File: src/rtl/hw_consts.svh
// constants of the harvard core datapath: map, field positions, reset values
// Notes on behaviour
// - every instruction is one 12-bit word
// - one whole instruction fetched per cycle
// - next fetch overlaps current execute
// - one cycle each, flow changes take two
// - program space 512, 1K or 2K words
// - separate buses, 8-bit data, 12-bit code
// - core registers mapped, direct or indirect reach
// - any operation on any register, any mode
// - 8-bit add, subtract, shift, logic unit
// - arithmetic is two's complement
// - two operands: working register plus file/literal
// - one operand: working register or file
// - 8-bit accumulator, not in data map
// - carry, nibble carry, zero updated per op
// - subtraction: carries mean no borrow
`ifndef HW_CONSTS_SVH
`define HW_CONSTS_SVH
`define HW_INSTR_W 12
`define HW_DATA_W 8
`define HW_FILE_AW 5
`define HW_PC_W_DEF 11
`define HW_PC_W_MIN 9
`define HW_PC_W_MAX 11
`define HW_ADDR_INDIRECT 5'h00
`define HW_ADDR_PCL 5'h02
`define HW_ADDR_STATUS 5'h03
`define HW_ADDR_FSR 5'h04
`define HW_BIT_C 0
`define HW_BIT_NIBBLE 1
`define HW_BIT_Z 2
`define HW_STATUS_RST 8'h00
`define HW_FSR_RST 8'h00
`define HW_W_RST 8'h00
`define HW_RESET_VEC 11'h000
`endif

File: src/rtl/hw_pkg.sv
// types shared by the harvard core datapath
package hw_pkg;
    typedef enum logic [1:0] {
        CLS_FILE = 2'b00,
        CLS_RSVD = 2'b01,
        CLS_GOTO = 2'b10,
        CLS_LIT  = 2'b11
    } hw_class_type;

    // file-op field of the instruction is the unit operation itself
    typedef enum logic [3:0] {
        ALU_NOP  = 4'h0,
        ALU_MOVW = 4'h1,
        ALU_CLR  = 4'h2,
        ALU_SUB  = 4'h3,
        ALU_DEC  = 4'h4,
        ALU_IOR  = 4'h5,
        ALU_AND  = 4'h6,
        ALU_XOR  = 4'h7,
        ALU_ADD  = 4'h8,
        ALU_MOVB = 4'h9,
        ALU_COM  = 4'ha,
        ALU_INC  = 4'hb,
        ALU_RR   = 4'hc,
        ALU_RL   = 4'hd,
        ALU_SWAP = 4'he,
        ALU_RSVD = 4'hf
    } hw_alu_op_type;

    typedef struct packed {
        logic z;
        logic nibble_carry_flag;
        logic c;
    } hw_flags_type;

    typedef struct packed {
        logic [7:0] result;
        hw_flags_type flags;
        hw_flags_type affect;
    } hw_alu_out_type;

    typedef struct packed {
        logic we;
        logic [4:0] addr;
        logic [7:0] data;
    } hw_file_wr_type;
endpackage : hw_pkg

File: src/rtl/hw_alu.sv
// 8-bit arithmetic and logic unit of the harvard core
`include "hw_consts.svh"
module hw_alu (
    input hw_pkg::hw_alu_op_type OP,
    input logic [7:0] W_IN,
    input logic [7:0] B_IN,
    input logic CARRY_IN,
    output hw_pkg::hw_alu_out_type RES
);
    import hw_pkg::*;

    // returns {carry, nibble carry, sum}
    function automatic logic [9:0] add_nib(input logic [7:0] x, input logic [7:0] y, input logic ci);
        logic [4:0] lo;
        logic [4:0] hi;
        lo = {1'b0, x[3:0]} + {1'b0, y[3:0]} + {4'h0, ci};
        hi = {1'b0, x[7:4]} + {1'b0, y[7:4]} + {4'h0, lo[4]};
        return {hi[4], lo[4], hi[3:0], lo[3:0]};
    endfunction : add_nib

    wire [9:0] sum_add = add_nib(B_IN, W_IN, 1'b0);
    wire [9:0] sum_sub = add_nib(B_IN, ~W_IN, 1'b1);
    wire [9:0] sum_inc = add_nib(B_IN, 8'h01, 1'b0);
    wire [9:0] sum_dec = add_nib(B_IN, 8'hff, 1'b0);

    logic [7:0] res;
    logic c_out;
    logic nib_out;
    hw_flags_type aff;

    always_comb begin
        res = B_IN;
        c_out = CARRY_IN;
        nib_out = 1'b0;
        aff = '{z: 1'b1, nibble_carry_flag: 1'b0, c: 1'b0};
        case (OP)
            ALU_NOP, ALU_MOVW: begin
                res = W_IN;
                aff = '0;
            end
            ALU_CLR: res = 8'h00;
            ALU_SUB: begin
                {c_out, nib_out, res} = sum_sub;
                aff = '1;
            end
            ALU_ADD: begin
                {c_out, nib_out, res} = sum_add;
                aff = '1;
            end
            ALU_DEC: res = sum_dec[7:0];
            ALU_INC: res = sum_inc[7:0];
            ALU_IOR: res = B_IN | W_IN;
            ALU_AND: res = B_IN & W_IN;
            ALU_XOR: res = B_IN ^ W_IN;
            ALU_MOVB: res = B_IN;
            ALU_COM: res = ~B_IN;
            ALU_RR: begin
                res = {CARRY_IN, B_IN[7:1]};
                c_out = B_IN[0];
                aff = '{z: 1'b0, nibble_carry_flag: 1'b0, c: 1'b1};
            end
            ALU_RL: begin
                res = {B_IN[6:0], CARRY_IN};
                c_out = B_IN[7];
                aff = '{z: 1'b0, nibble_carry_flag: 1'b0, c: 1'b1};
            end
            ALU_SWAP: begin
                res = {B_IN[3:0], B_IN[7:4]};
                aff = '0;
            end
            default: aff = '0;
        endcase
    end

    assign RES.result = res;
    assign RES.flags.c = c_out;
    assign RES.flags.nibble_carry_flag = nib_out;
    assign RES.flags.z = (res == 8'h00);
    assign RES.affect = aff;
endmodule : hw_alu

File: src/rtl/hw_core.sv
// harvard core datapath: fetch/execute pipeline, working register, core file registers
`include "hw_consts.svh"
module hw_core #(
    parameter int PC_W = `HW_PC_W_DEF,
    parameter logic [10:0] RESET_VEC = `HW_RESET_VEC
) (
    input wire logic CLOCK,
    input wire logic RST,
    output logic [PC_W-1:0] PROG_ADDR,
    input wire logic [`HW_INSTR_W-1:0] PROG_DATA,
    output logic [`HW_FILE_AW-1:0] FILE_RADDR,
    input wire logic [`HW_DATA_W-1:0] FILE_RDATA,
    output hw_pkg::hw_file_wr_type FILE_WR,
    output logic [`HW_DATA_W-1:0] W_VALUE,
    output logic [`HW_DATA_W-1:0] STATUS_VALUE
);
    import hw_pkg::*;

    if (PC_W < `HW_PC_W_MIN || PC_W > `HW_PC_W_MAX) begin : g_bad_pc
        $error("PC_W must select 512, 1K or 2K words");
    end

    logic [PC_W-1:0] pc_r;
    logic [PC_W-1:0] pc_nxt;
    logic [11:0] ir_r;
    logic valid_r;
    logic [4:0] faddr_r;
    logic [4:0] faddr_nxt;
    logic [7:0] w_r;
    logic [7:0] w_nxt;
    logic [7:0] status_r;
    logic [7:0] status_nxt;
    logic [7:0] fsr_r;
    logic [7:0] fsr_nxt;
    hw_file_wr_type wr_r;
    hw_file_wr_type wr_nxt;

    // execute-stage decode of the held word
    wire hw_class_type cls = hw_class_type'(ir_r[11:10]);
    wire is_file = valid_r && (cls == CLS_FILE);
    wire is_lit = valid_r && (cls == CLS_LIT);
    wire is_goto = valid_r && (cls == CLS_GOTO);
    wire dest_f = ir_r[5];
    wire [7:0] lit_k = ir_r[7:0];
    wire hw_alu_op_type file_op = hw_alu_op_type'(ir_r[9:6]);
    wire hw_alu_op_type lit_op = (ir_r[9:8] == 2'b00) ? ALU_MOVB :
                                 (ir_r[9:8] == 2'b01) ? ALU_IOR :
                                 (ir_r[9:8] == 2'b10) ? ALU_AND : ALU_XOR;
    wire hw_alu_op_type alu_op = is_lit ? lit_op : file_op;

    // core registers answer from inside; a write still pending is forwarded
    wire core_addr = (faddr_r == `HW_ADDR_PCL) || (faddr_r == `HW_ADDR_STATUS) ||
                     (faddr_r == `HW_ADDR_FSR) || (faddr_r == `HW_ADDR_INDIRECT);
    wire fwd_hit = wr_r.we && (wr_r.addr == faddr_r);
    wire [7:0] fval = (faddr_r == `HW_ADDR_INDIRECT) ? 8'h00 :
                      (faddr_r == `HW_ADDR_PCL) ? pc_r[7:0] :
                      (faddr_r == `HW_ADDR_STATUS) ? status_r :
                      (faddr_r == `HW_ADDR_FSR) ? fsr_r :
                      fwd_hit ? wr_r.data : FILE_RDATA;
    wire [7:0] operand_b = is_lit ? lit_k : fval;

    hw_alu_out_type alu;

    hw_alu u_alu (
        .OP(alu_op),
        .W_IN(w_r),
        .B_IN(operand_b),
        .CARRY_IN(status_r[`HW_BIT_C]),
        .RES(alu)
    );

    // destinations: literal ops and d=0 go to the accumulator, d=1 and MOVW (either d) to the file
    wire op_live = is_lit || (is_file && (file_op != ALU_NOP) && (file_op != ALU_RSVD));
    wire f_we = is_file && op_live && ((file_op == ALU_MOVW) || dest_f);
    wire w_we = is_lit || (op_live && !f_we);
    wire pcl_we = f_we && (faddr_r == `HW_ADDR_PCL);
    wire branch = is_goto || pcl_we;
    wire [PC_W-1:0] goto_target = PC_W'(ir_r[9:0]);
    wire [PC_W-1:0] pc_inc = pc_r + {{(PC_W-1){1'b0}}, 1'b1};
    wire [PC_W-1:0] pcl_target = {pc_r[PC_W-1:8], alu.result};

    assign pc_nxt = is_goto ? goto_target : pcl_we ? pcl_target : pc_inc;
    assign w_nxt = w_we ? alu.result : w_r;
    assign fsr_nxt = (f_we && (faddr_r == `HW_ADDR_FSR)) ? alu.result : fsr_r;

    // flag updates win over a plain write of the status register
    wire [7:0] status_base = (f_we && (faddr_r == `HW_ADDR_STATUS)) ? alu.result : status_r;
    wire fl_en = op_live;
    always_comb begin
        status_nxt = status_base;
        if (fl_en && alu.affect.c) begin
            status_nxt[`HW_BIT_C] = alu.flags.c;
        end
        if (fl_en && alu.affect.nibble_carry_flag) begin
            status_nxt[`HW_BIT_NIBBLE] = alu.flags.nibble_carry_flag;
        end
        if (fl_en && alu.affect.z) begin
            status_nxt[`HW_BIT_Z] = alu.flags.z;
        end
    end

    // a zero pointer names nothing, so indirect writes through it are dropped
    assign wr_nxt.we = f_we && !core_addr;
    assign wr_nxt.addr = faddr_r;
    assign wr_nxt.data = alu.result;

    // fetch-stage address resolution uses the pointer the current op leaves behind
    assign faddr_nxt = (PROG_DATA[4:0] == `HW_ADDR_INDIRECT) ? fsr_nxt[4:0] : PROG_DATA[4:0];

    always_ff @(posedge CLOCK) begin
        if (RST) begin
            pc_r <= RESET_VEC[PC_W-1:0];
            ir_r <= 12'h000;
            valid_r <= 1'b0;
            faddr_r <= 5'h00;
        end else begin
            pc_r <= pc_nxt;
            ir_r <= PROG_DATA;
            valid_r <= !branch;
            faddr_r <= faddr_nxt;
        end
    end

    always_ff @(posedge CLOCK) begin
        if (RST) begin
            w_r <= `HW_W_RST;
            status_r <= `HW_STATUS_RST;
            fsr_r <= `HW_FSR_RST;
            wr_r <= '0;
        end else begin
            w_r <= w_nxt;
            status_r <= status_nxt;
            fsr_r <= fsr_nxt;
            wr_r <= wr_nxt;
        end
    end

    assign PROG_ADDR = pc_r;
    assign FILE_RADDR = faddr_r;
    assign FILE_WR = wr_r;
    assign W_VALUE = w_r;
    assign STATUS_VALUE = status_r;

    // the release edge still shows reset values, so history checks skip it explicitly

    wire is_add = is_file && (file_op == ALU_ADD);
    wire is_sub = is_file && (file_op == ALU_SUB);
    wire [8:0] add_wide = {1'b0, fval} + {1'b0, w_r};
endmodule : hw_core

File: config.mk
export PLATFORM = sky130hd
export DESIGN_NAME = hw_core
export DESIGN_NICKNAME = d
export VERILOG_FILES = /design/src/rtl/hw_pkg.sv /design/src/rtl/hw_alu.sv /design/src/rtl/hw_core.sv
export VERILOG_INCLUDE_DIRS = /design/src /design/src/rtl
export SDC_FILE = /design/constraint.sdc
export NUM_CORES = 1
export LEC_CHECK = 0
export ABC_AREA = 1
export BUFFER_PORTS_ARGS = -buffer_cell sky130_fd_sc_hd__buf_4
export CORE_MARGIN = 4
export CORE_UTILIZATION = 55
export CTS_BUF_LIST = sky130_fd_sc_hd__clkbuf_16
export DETAILED_ROUTE_END_ITERATION = 6
export GPL_ROUTABILITY_DRIVEN = 0
export PLACE_DENSITY = 0.77
export SLEW_MARGIN = 20
export SYNTH_ARGS = -nofsm -noshare
export SYNTH_HDL_FRONTEND = slang
export SYNTH_SLANG_ARGS = --single-unit
File: constraint.sdc
create_clock -name CLOCK -period 6.3 [get_ports CLOCK]
set_input_delay 1.26 -clock CLOCK [delete_from_list [all_inputs] [get_ports CLOCK]]
set_output_delay 1.26 -clock CLOCK [all_outputs]
set_load 0.02 [all_outputs]
# Yosys cells after proc, flatten, opt, wreduce, memory -nomap -nowiden
# Cells that the tools add are included.
# classes
bitwise_logic	5
add_sub_neg	13
n_reduce_logical	42
n_mux	22
eq_ne	26
# ops
operator	count
$pmux 8 s13	1
$mux 8	6
$eq 4x4->1 const B	7
$add 4x4->5	4
$mux 10	2
$eq 4x3->1 const B	4
$logic_and 1x1->1	16
$not 8->8	2
$add 11x1->11 const B	1
$add 5x1->5	2
$eq 5x2->1 const B	2
$logic_not 5->1	2
$mux 5	2
$pmux 3 s3	1
$add 4x1->4	2
$and 8x8->8	1
$eq 4x1->1 const B	2
$eq 4x2->1 const B	2
$logic_not 8->1	1
$mux 4	2
$or 8x8->8	1
$reduce_or 2->1	4
$reduce_or 8->1	1
$xor 8x8->8	1
other kinds (23)	39
# totals
output_inout_bits	46
reg_bits	67
wordCells	124

# Logic depth before layout (Yosys ltp)
# depth
depth_word	14
ltp_mapped	34
mapped_depth_nobuf	34

# By module
# Synthesis repeated with hierarchy kept, for this count alone.
# unflattened
cells_unflattened	875
area_unflattened_um2	5320.1
# modules_own_cells
mod	area_each_um2	instances	cells_each	seq_area_each_um2
hw_core	3315.7	1	485	1341.3
hw_alu	2004.4	1	390	0.0

# Least setup slack after synthesis
# No wires, ideal clock.
# synth_path
kind	input to register
start	in FILE_RDATA[1]
end	reg status_r[2], in the netlist STATUS_VALUE[2]
setup_time_ns	0.067
arrival_ns	4.600
n_path_buf	0
cell_stages	29
setup_slack_ns	1.633
required_ns	6.233
cell_sequence	inv_1 -> nand2_1 -> nand3_1 -> nand2_1 -> nand2_1 -> nand2_1 -> nand2_1 -> nand2_2 -> inv_1 -> fa_1 -> or2_2 -> nand2_1 -> a21oi_1 -> fa_1 -> inv_1 -> fa_1 -> inv_1 -> nor2_1 -> nor3_1 -> nand3_1 -> a21oi_1 -> nand2_1 -> nand2_1 -> nand2_1 -> nor2_1 -> nand4_1 -> nand2_1 -> nand2_1 -> a21oi_2
# synth_via
elab_chain_cells	12
# synth_rtl
item	line_no	text
start: declaration	hw_core.sv:12	input wire logic [`HW_DATA_W-1:0] FILE_RDATA,
$mux 8 (*)	hw_core.sv:59	fwd_hit ? wr_r.data : FILE_RDATA;
$mux 8 (*)	hw_core.sv:58	(faddr_r == `HW_ADDR_FSR) ? fsr_r :
$mux 8 (*)	hw_core.sv:57	(faddr_r == `HW_ADDR_STATUS) ? status_r :
$mux 8 (*)	hw_core.sv:56	(faddr_r == `HW_ADDR_PCL) ? pc_r[7:0] :
$mux 8 (*)	hw_core.sv:55	wire [7:0] fval = (faddr_r == `HW_ADDR_INDIRECT) ? 8'h00 :
$mux 8 (*)	hw_core.sv:60	wire [7:0] operand_b = is_lit ? lit_k : fval;
$add 4x4->5	hw_alu.sv:16	lo = {1'b0, x[3:0]} + {1'b0, y[3:0]} + {4'h0, ci};
$add 5x1->5	hw_alu.sv:16	
$add 5x1->5	hw_alu.sv:17	hi = {1'b0, x[7:4]} + {1'b0, y[7:4]} + {4'h0, lo[4]};
$pmux 8 s13 (*)	hw_alu.sv:36	case (OP)
$logic_not 8->1	hw_alu.sv:78	assign RES.flags.z = (res == 8'h00);
$mux 1 (*)	hw_core.sv:97	if (fl_en && alu.affect.z) begin
end signal: assignment	hw_core.sv:127	status_r <= `HW_STATUS_RST;
end signal: assignment	hw_core.sv:132	status_r <= status_nxt;
end: declaration	hw_core.sv:31	logic [7:0] status_r;
# Every way passes the cells marked *; elsewhere a longest branch is shown, timed or not. The select of a mux whose other input is x is not followed.
# A chain may end at the register's enable or synchronous reset.

# Final worst setup path
# layout_path
start	reg faddr_r[0], in the netlist FILE_RADDR[0]
end	reg status_r[2], in the netlist STATUS_VALUE[2]
# layout_via
elab_chain_cells	14
# layout_rtl
item	line_no	text
start: declaration	hw_core.sv:27	logic [4:0] faddr_r;
start signal: assignment	hw_core.sv:120	faddr_r <= faddr_nxt;
$eq 5x5->1	hw_core.sv:54	wire fwd_hit = wr_r.we && (wr_r.addr == faddr_r);
$logic_and 1x1->1	hw_core.sv:54	
$mux 8	hw_core.sv:59	
$mux 8	hw_core.sv:58	
$mux 8	hw_core.sv:57	
$mux 8	hw_core.sv:56	
$mux 8	hw_core.sv:55	
$mux 8	hw_core.sv:60	
$add 4x4->5	hw_alu.sv:16	
$add 5x1->5	hw_alu.sv:16	
$add 5x1->5	hw_alu.sv:17	
$pmux 8 s13	hw_alu.sv:36	
$logic_not 8->1	hw_alu.sv:78	
$mux 1	hw_core.sv:97	
# Parallel ways exist; a longest one is shown, timed or not. The select of a mux whose other input is x is not followed.

==> results.tsv <==
stage	metric	value	unit
timing	slew_headroom	0.456	
setup_path	slowest_stage	fa_1	
clocking	root_buffer	clkbuf_16	
setup_path	crit_start	FILE_RADDR[0]$_SDFF_PP0_	
cells_and_area	area_growth	16.3	%
synthesis	syn_avg_cell_area	6.37	um^2
global_routing	grt_pass1_vias	5141	
global_routing	grt_max_degree	43	
synthesis	ys_seq_area_frac	0.259	
clocking	cts_made_buffers	9	
clocking	cts_setup_buffers	0	
drt	drc	0	
setup_path	path_buf_inv	5	
cells_and_area	n_antenna_cell	0	
worst_hold_path	hp-class	reg -> reg	
setup_path	cpLargestDelayFamily	simple AND/OR/NAND/NOR gates	
floorplanning	fp.dieH	105	um
drt	dr.first_iter.drc_count	498	
drt	totalWireLength	15800	um
clocking	ctsHoldBuffers	0	
setup_path	crit_end	STATUS_VALUE[2]$_SDFFE_PP0P_	
floorplanning	core-area	9200	um^2
global_routing	overflow	0	
pwr	p_leak	0.00297	uW
drt	ant_nets	0	
setup_path	rrSetupSlack	1.11	ns
cells_and_area	drive_gt1_frac	0.151	
outcome	run_status	completed	
synthesis	syn_area	5170	um^2
clocking	clk_latency	0.33	ns
run	cap_violations	0	
setup_path	reg2reg_from	FILE_RADDR[0]$_SDFF_PP0_	
synthesis	synth_cell_types	53	
floorplanning	num_rows	35	
timing	fin_setup_tns	0	ns
synthesis	synth_top_family_by_area	simple AND/OR/NAND/NOR gates	
global_routing	grt_pass1_wl	25500	um
cells_and_area	nFillCells	856	
pwr	ir_worst_vdd	147	uV
timing	rsz0062_at_grt	no	
cells_and_area	layoutNonFillerInstCount	989	
clocking	cts_buffer_depth	2	
timing	min_period	5.19	ns
global_routing	antenna_found_initial	0	
setup_path	reg2regPathDepth	34	
synthesis	ys_warn_count	0	
setup_path	crit_path_max_incr_delay	0.43	ns
synthesis	ys_top_cells_by_area	dfxtp_1, nand2_1, inv_1	
clocking	cts-htree-levels	3	
drt	vias_per_cell	5.76	
placement	placed_cells	973	
clocking	cts_tree	yes	
synthesis	synth_top_area_cell	dfxtp_1	
synthesis	synth_fa_ha_area_frac	0.101	
setup_path	cp.depth	34	
drt	wl_per_cell	16.0	um
placement	numPortBuffers	67	
pwr	power.density	231	nW/um^2
synthesis	ys.flop_type	dfxtp_1	
global_routing	grt.total_usage	0.281	
setup_path	startpoint_type	register	
synthesis	synthMuxAreaShare	0	
setup_path	path_common_cell	nand2_1	
clocking	clkSinkCount	67	
floorplanning	start_util	0.562	
clocking	clk_pin_slew	0.06	ns
floorplanning	die_w	105	um
setup_path	end_kind	register	
synthesis	async_flop_share	0	
timing	period_share	0.823	
drt	first_pass_iters	7	
synthesis	synth-edff-count	0	
synthesis	synth_simple_gate_area_share	0.351	
floorplanning	dieArea	11000	um^2
synthesis	synth_cells	812	
synthesis	yosysTopAreaCellShare	0.259	
synthesis	syn_nets	872	
synthesis	synth_compound_area_frac	0.150	
worst_hold_path	min_from	FILE_RADDR[2]$_SDFF_PP0_	
timing	max_slew.worst_pin.slew	0.812	ns
timing	final_max_slew_viol_count	0	
setup_path	arrival	5.45	ns
synthesis	synth-xor-area-share	0.0169	
synthesis	synth-seq-cells	67	
timing	clock.fmax	0.193	GHz
setup_path	critPathKind	reg -> reg	
setup_path	path_max_fanout	11	
clocking	cts_resized	0	
drt	vias	5701	
setup_path	r2r-end	STATUS_VALUE[2]$_SDFFE_PP0P_	
timing	hold_viol_final	0	
setup_path	worstPathRequired	6.56	ns
timing	clock_skew	0.00890	ns
floorplanning	io_pins	68	
cells_and_area	final_nets	933	
placement	dp_hpwl	12200	um
timing	setup_viol	0	
==> state kept, by name, indices dropped and copies added, names as in the netlist <==
signal        count
ir_r             12
FILE_WR          14
valid_r           1
PROG_ADDR        11
STATUS_VALUE      8
W_VALUE           8
fsr_r             8
FILE_RADDR        5
==> stage by stage <==
stage               utilization  total power, uW  instance area, um^2  hold WS [ns]  worst slack, ns
finish                    0.654             1390                 6020         0.508             1.11
global route              0.654             1450                 6020         0.539            0.669
CTS                       0.654             1380                 6020         0.510             1.18
detailed placement        0.622              891                 5720         0.501             1.06
global placement          0.622              884                 5720         0.486             1.18
floorplan                     -              763                 5170         0.462             1.63
==> per-layer routing <==
layer | vias up | track usage | routed length [um]
li1 | 2721 | - | -
met1 | 2559 | 0.393 | 6670
met2 | 359 | 0.443 | 6950
met3 | 62 | 0.0463 | 1750
met4 | 0 | 0.0872 | 454
met5 | - | 0 | 0
==> cells in the mapped netlist (2+ instances only) <==
master and n:
nor2_2 6, nand3_4 2, dfxtp_1 67, o21ai_0 41, o221ai_1 2, a311oi_1 2, a22o_1 3, a31oi_1 6
buf_2 3, nor3_1 14, nand3_1 49, inv_2 6, nand2_1 210, nor2_1 81, fa_1 6, buf_1 3
nand2_2 11, nor4_1 2, xor2_1 8, nand3_2 2, a21oi_2 2, inv_1 132, nand4_1 17, o21ai_2 2
o211ai_1 5, a21oi_1 43, buf_4 6, o2111ai_1 2, o22ai_1 5, ha_1 32, nor2_4 3, o21ai_1 2
clkbuf_1 6, or2_2 11, xnor2_1 2
==> final cells by class <==
class | count | area (um^2) | share of cell area
Clock buffer | 9 | 225 | 0.0374
Tap cell | 111 | 139 | 0.0231
Sequential cell | 67 | 1340 | 0.223
Inverter | 139 | 522 | 0.0867
Multi-Input combinational cell | 587 | 3200 | 0.532
Timing Repair Buffer | 69 | 518 | 0.0861
Clock inverter | 7 | 67.6 | 0.0112
==> worst min-delay path by stage <==
| stage | end | slack (ns) | depth (start not counted) |
|---|---|---|---|
| after detailed placement | FILE_WR[10]$_SDFF_PP0_ | 0.50 | 2 |
| after CTS | FILE_WR[10]$_SDFF_PP0_ | 0.51 | 2 |
| after floorplan | FILE_WR[9]$_SDFF_PP0_ | 0.46 | 2 |
| final | FILE_WR[10]$_SDFF_PP0_ | 0.51 | 2 |
| after global routing | FILE_WR[10]$_SDFF_PP0_ | 0.54 | 2 |
| after global placement | FILE_WR[10]$_SDFF_PP0_ | 0.49 | 2 |
==> cells by family (layout without fill, tap and decap cells) <==
kind of cell	Yosys count	after routing
adders and majority gates	38	38
xor gates and xnor gates	10	10
DFF	67	67
buffers and inverters	158	224
AOI/OAI and AO/OA	128	128
and+or+nand+nor	411	411
==> report_power, final <==
part	total, uW	internal [uW]	leakage [uW]	switching, uW
Combinational	418	142	0.00227	277
Sequential	478	449	0.000550	29.0
Clock	495	305	0.000141	190
Total	1390	895	0.00297	496
==> worst register-to-register path: cells and delay by family, from the launching register on <==
family / cells / cell delay, ns
buffers and inverters: 5 / 0.62
adder cells (fa/ha/maj): 3 / 1.25
AO/OA/AOI/OAI: 3 / 0.33
AND/OR/NAND/NOR: 23 / 2.55
flip-flops: 1 / 0.37
==> cells in the final DEF (no fill, tap or decap), types with 2 or more instances in the layout <==
master	instances
or2_2	11
nor4_1	2
a22o_1	3
a21oi_1	43
inv_1	132
nor2_2	6
xor2_1	8
o211ai_1	5
nand4_1	17
ha_1	32
nor3_1	14
buf_4	69
fa_1	6
clkinv_1	3
nor2_1	81
o221ai_1	2
o22ai_1	5
clkbuf_16	9
dfxtp_1	67
nand3_1	49
xnor2_1	2
nand3_4	2
nor2_4	3
o2111ai_1	2
o21ai_0	41
nand3_2	2
o21ai_1	2
nand2_2	11
inv_2	6
nand2_1	210
o21ai_2	2
a21oi_2	2
a31oi_1	6
a311oi_1	2
Power figures use the tool's default switching activity.
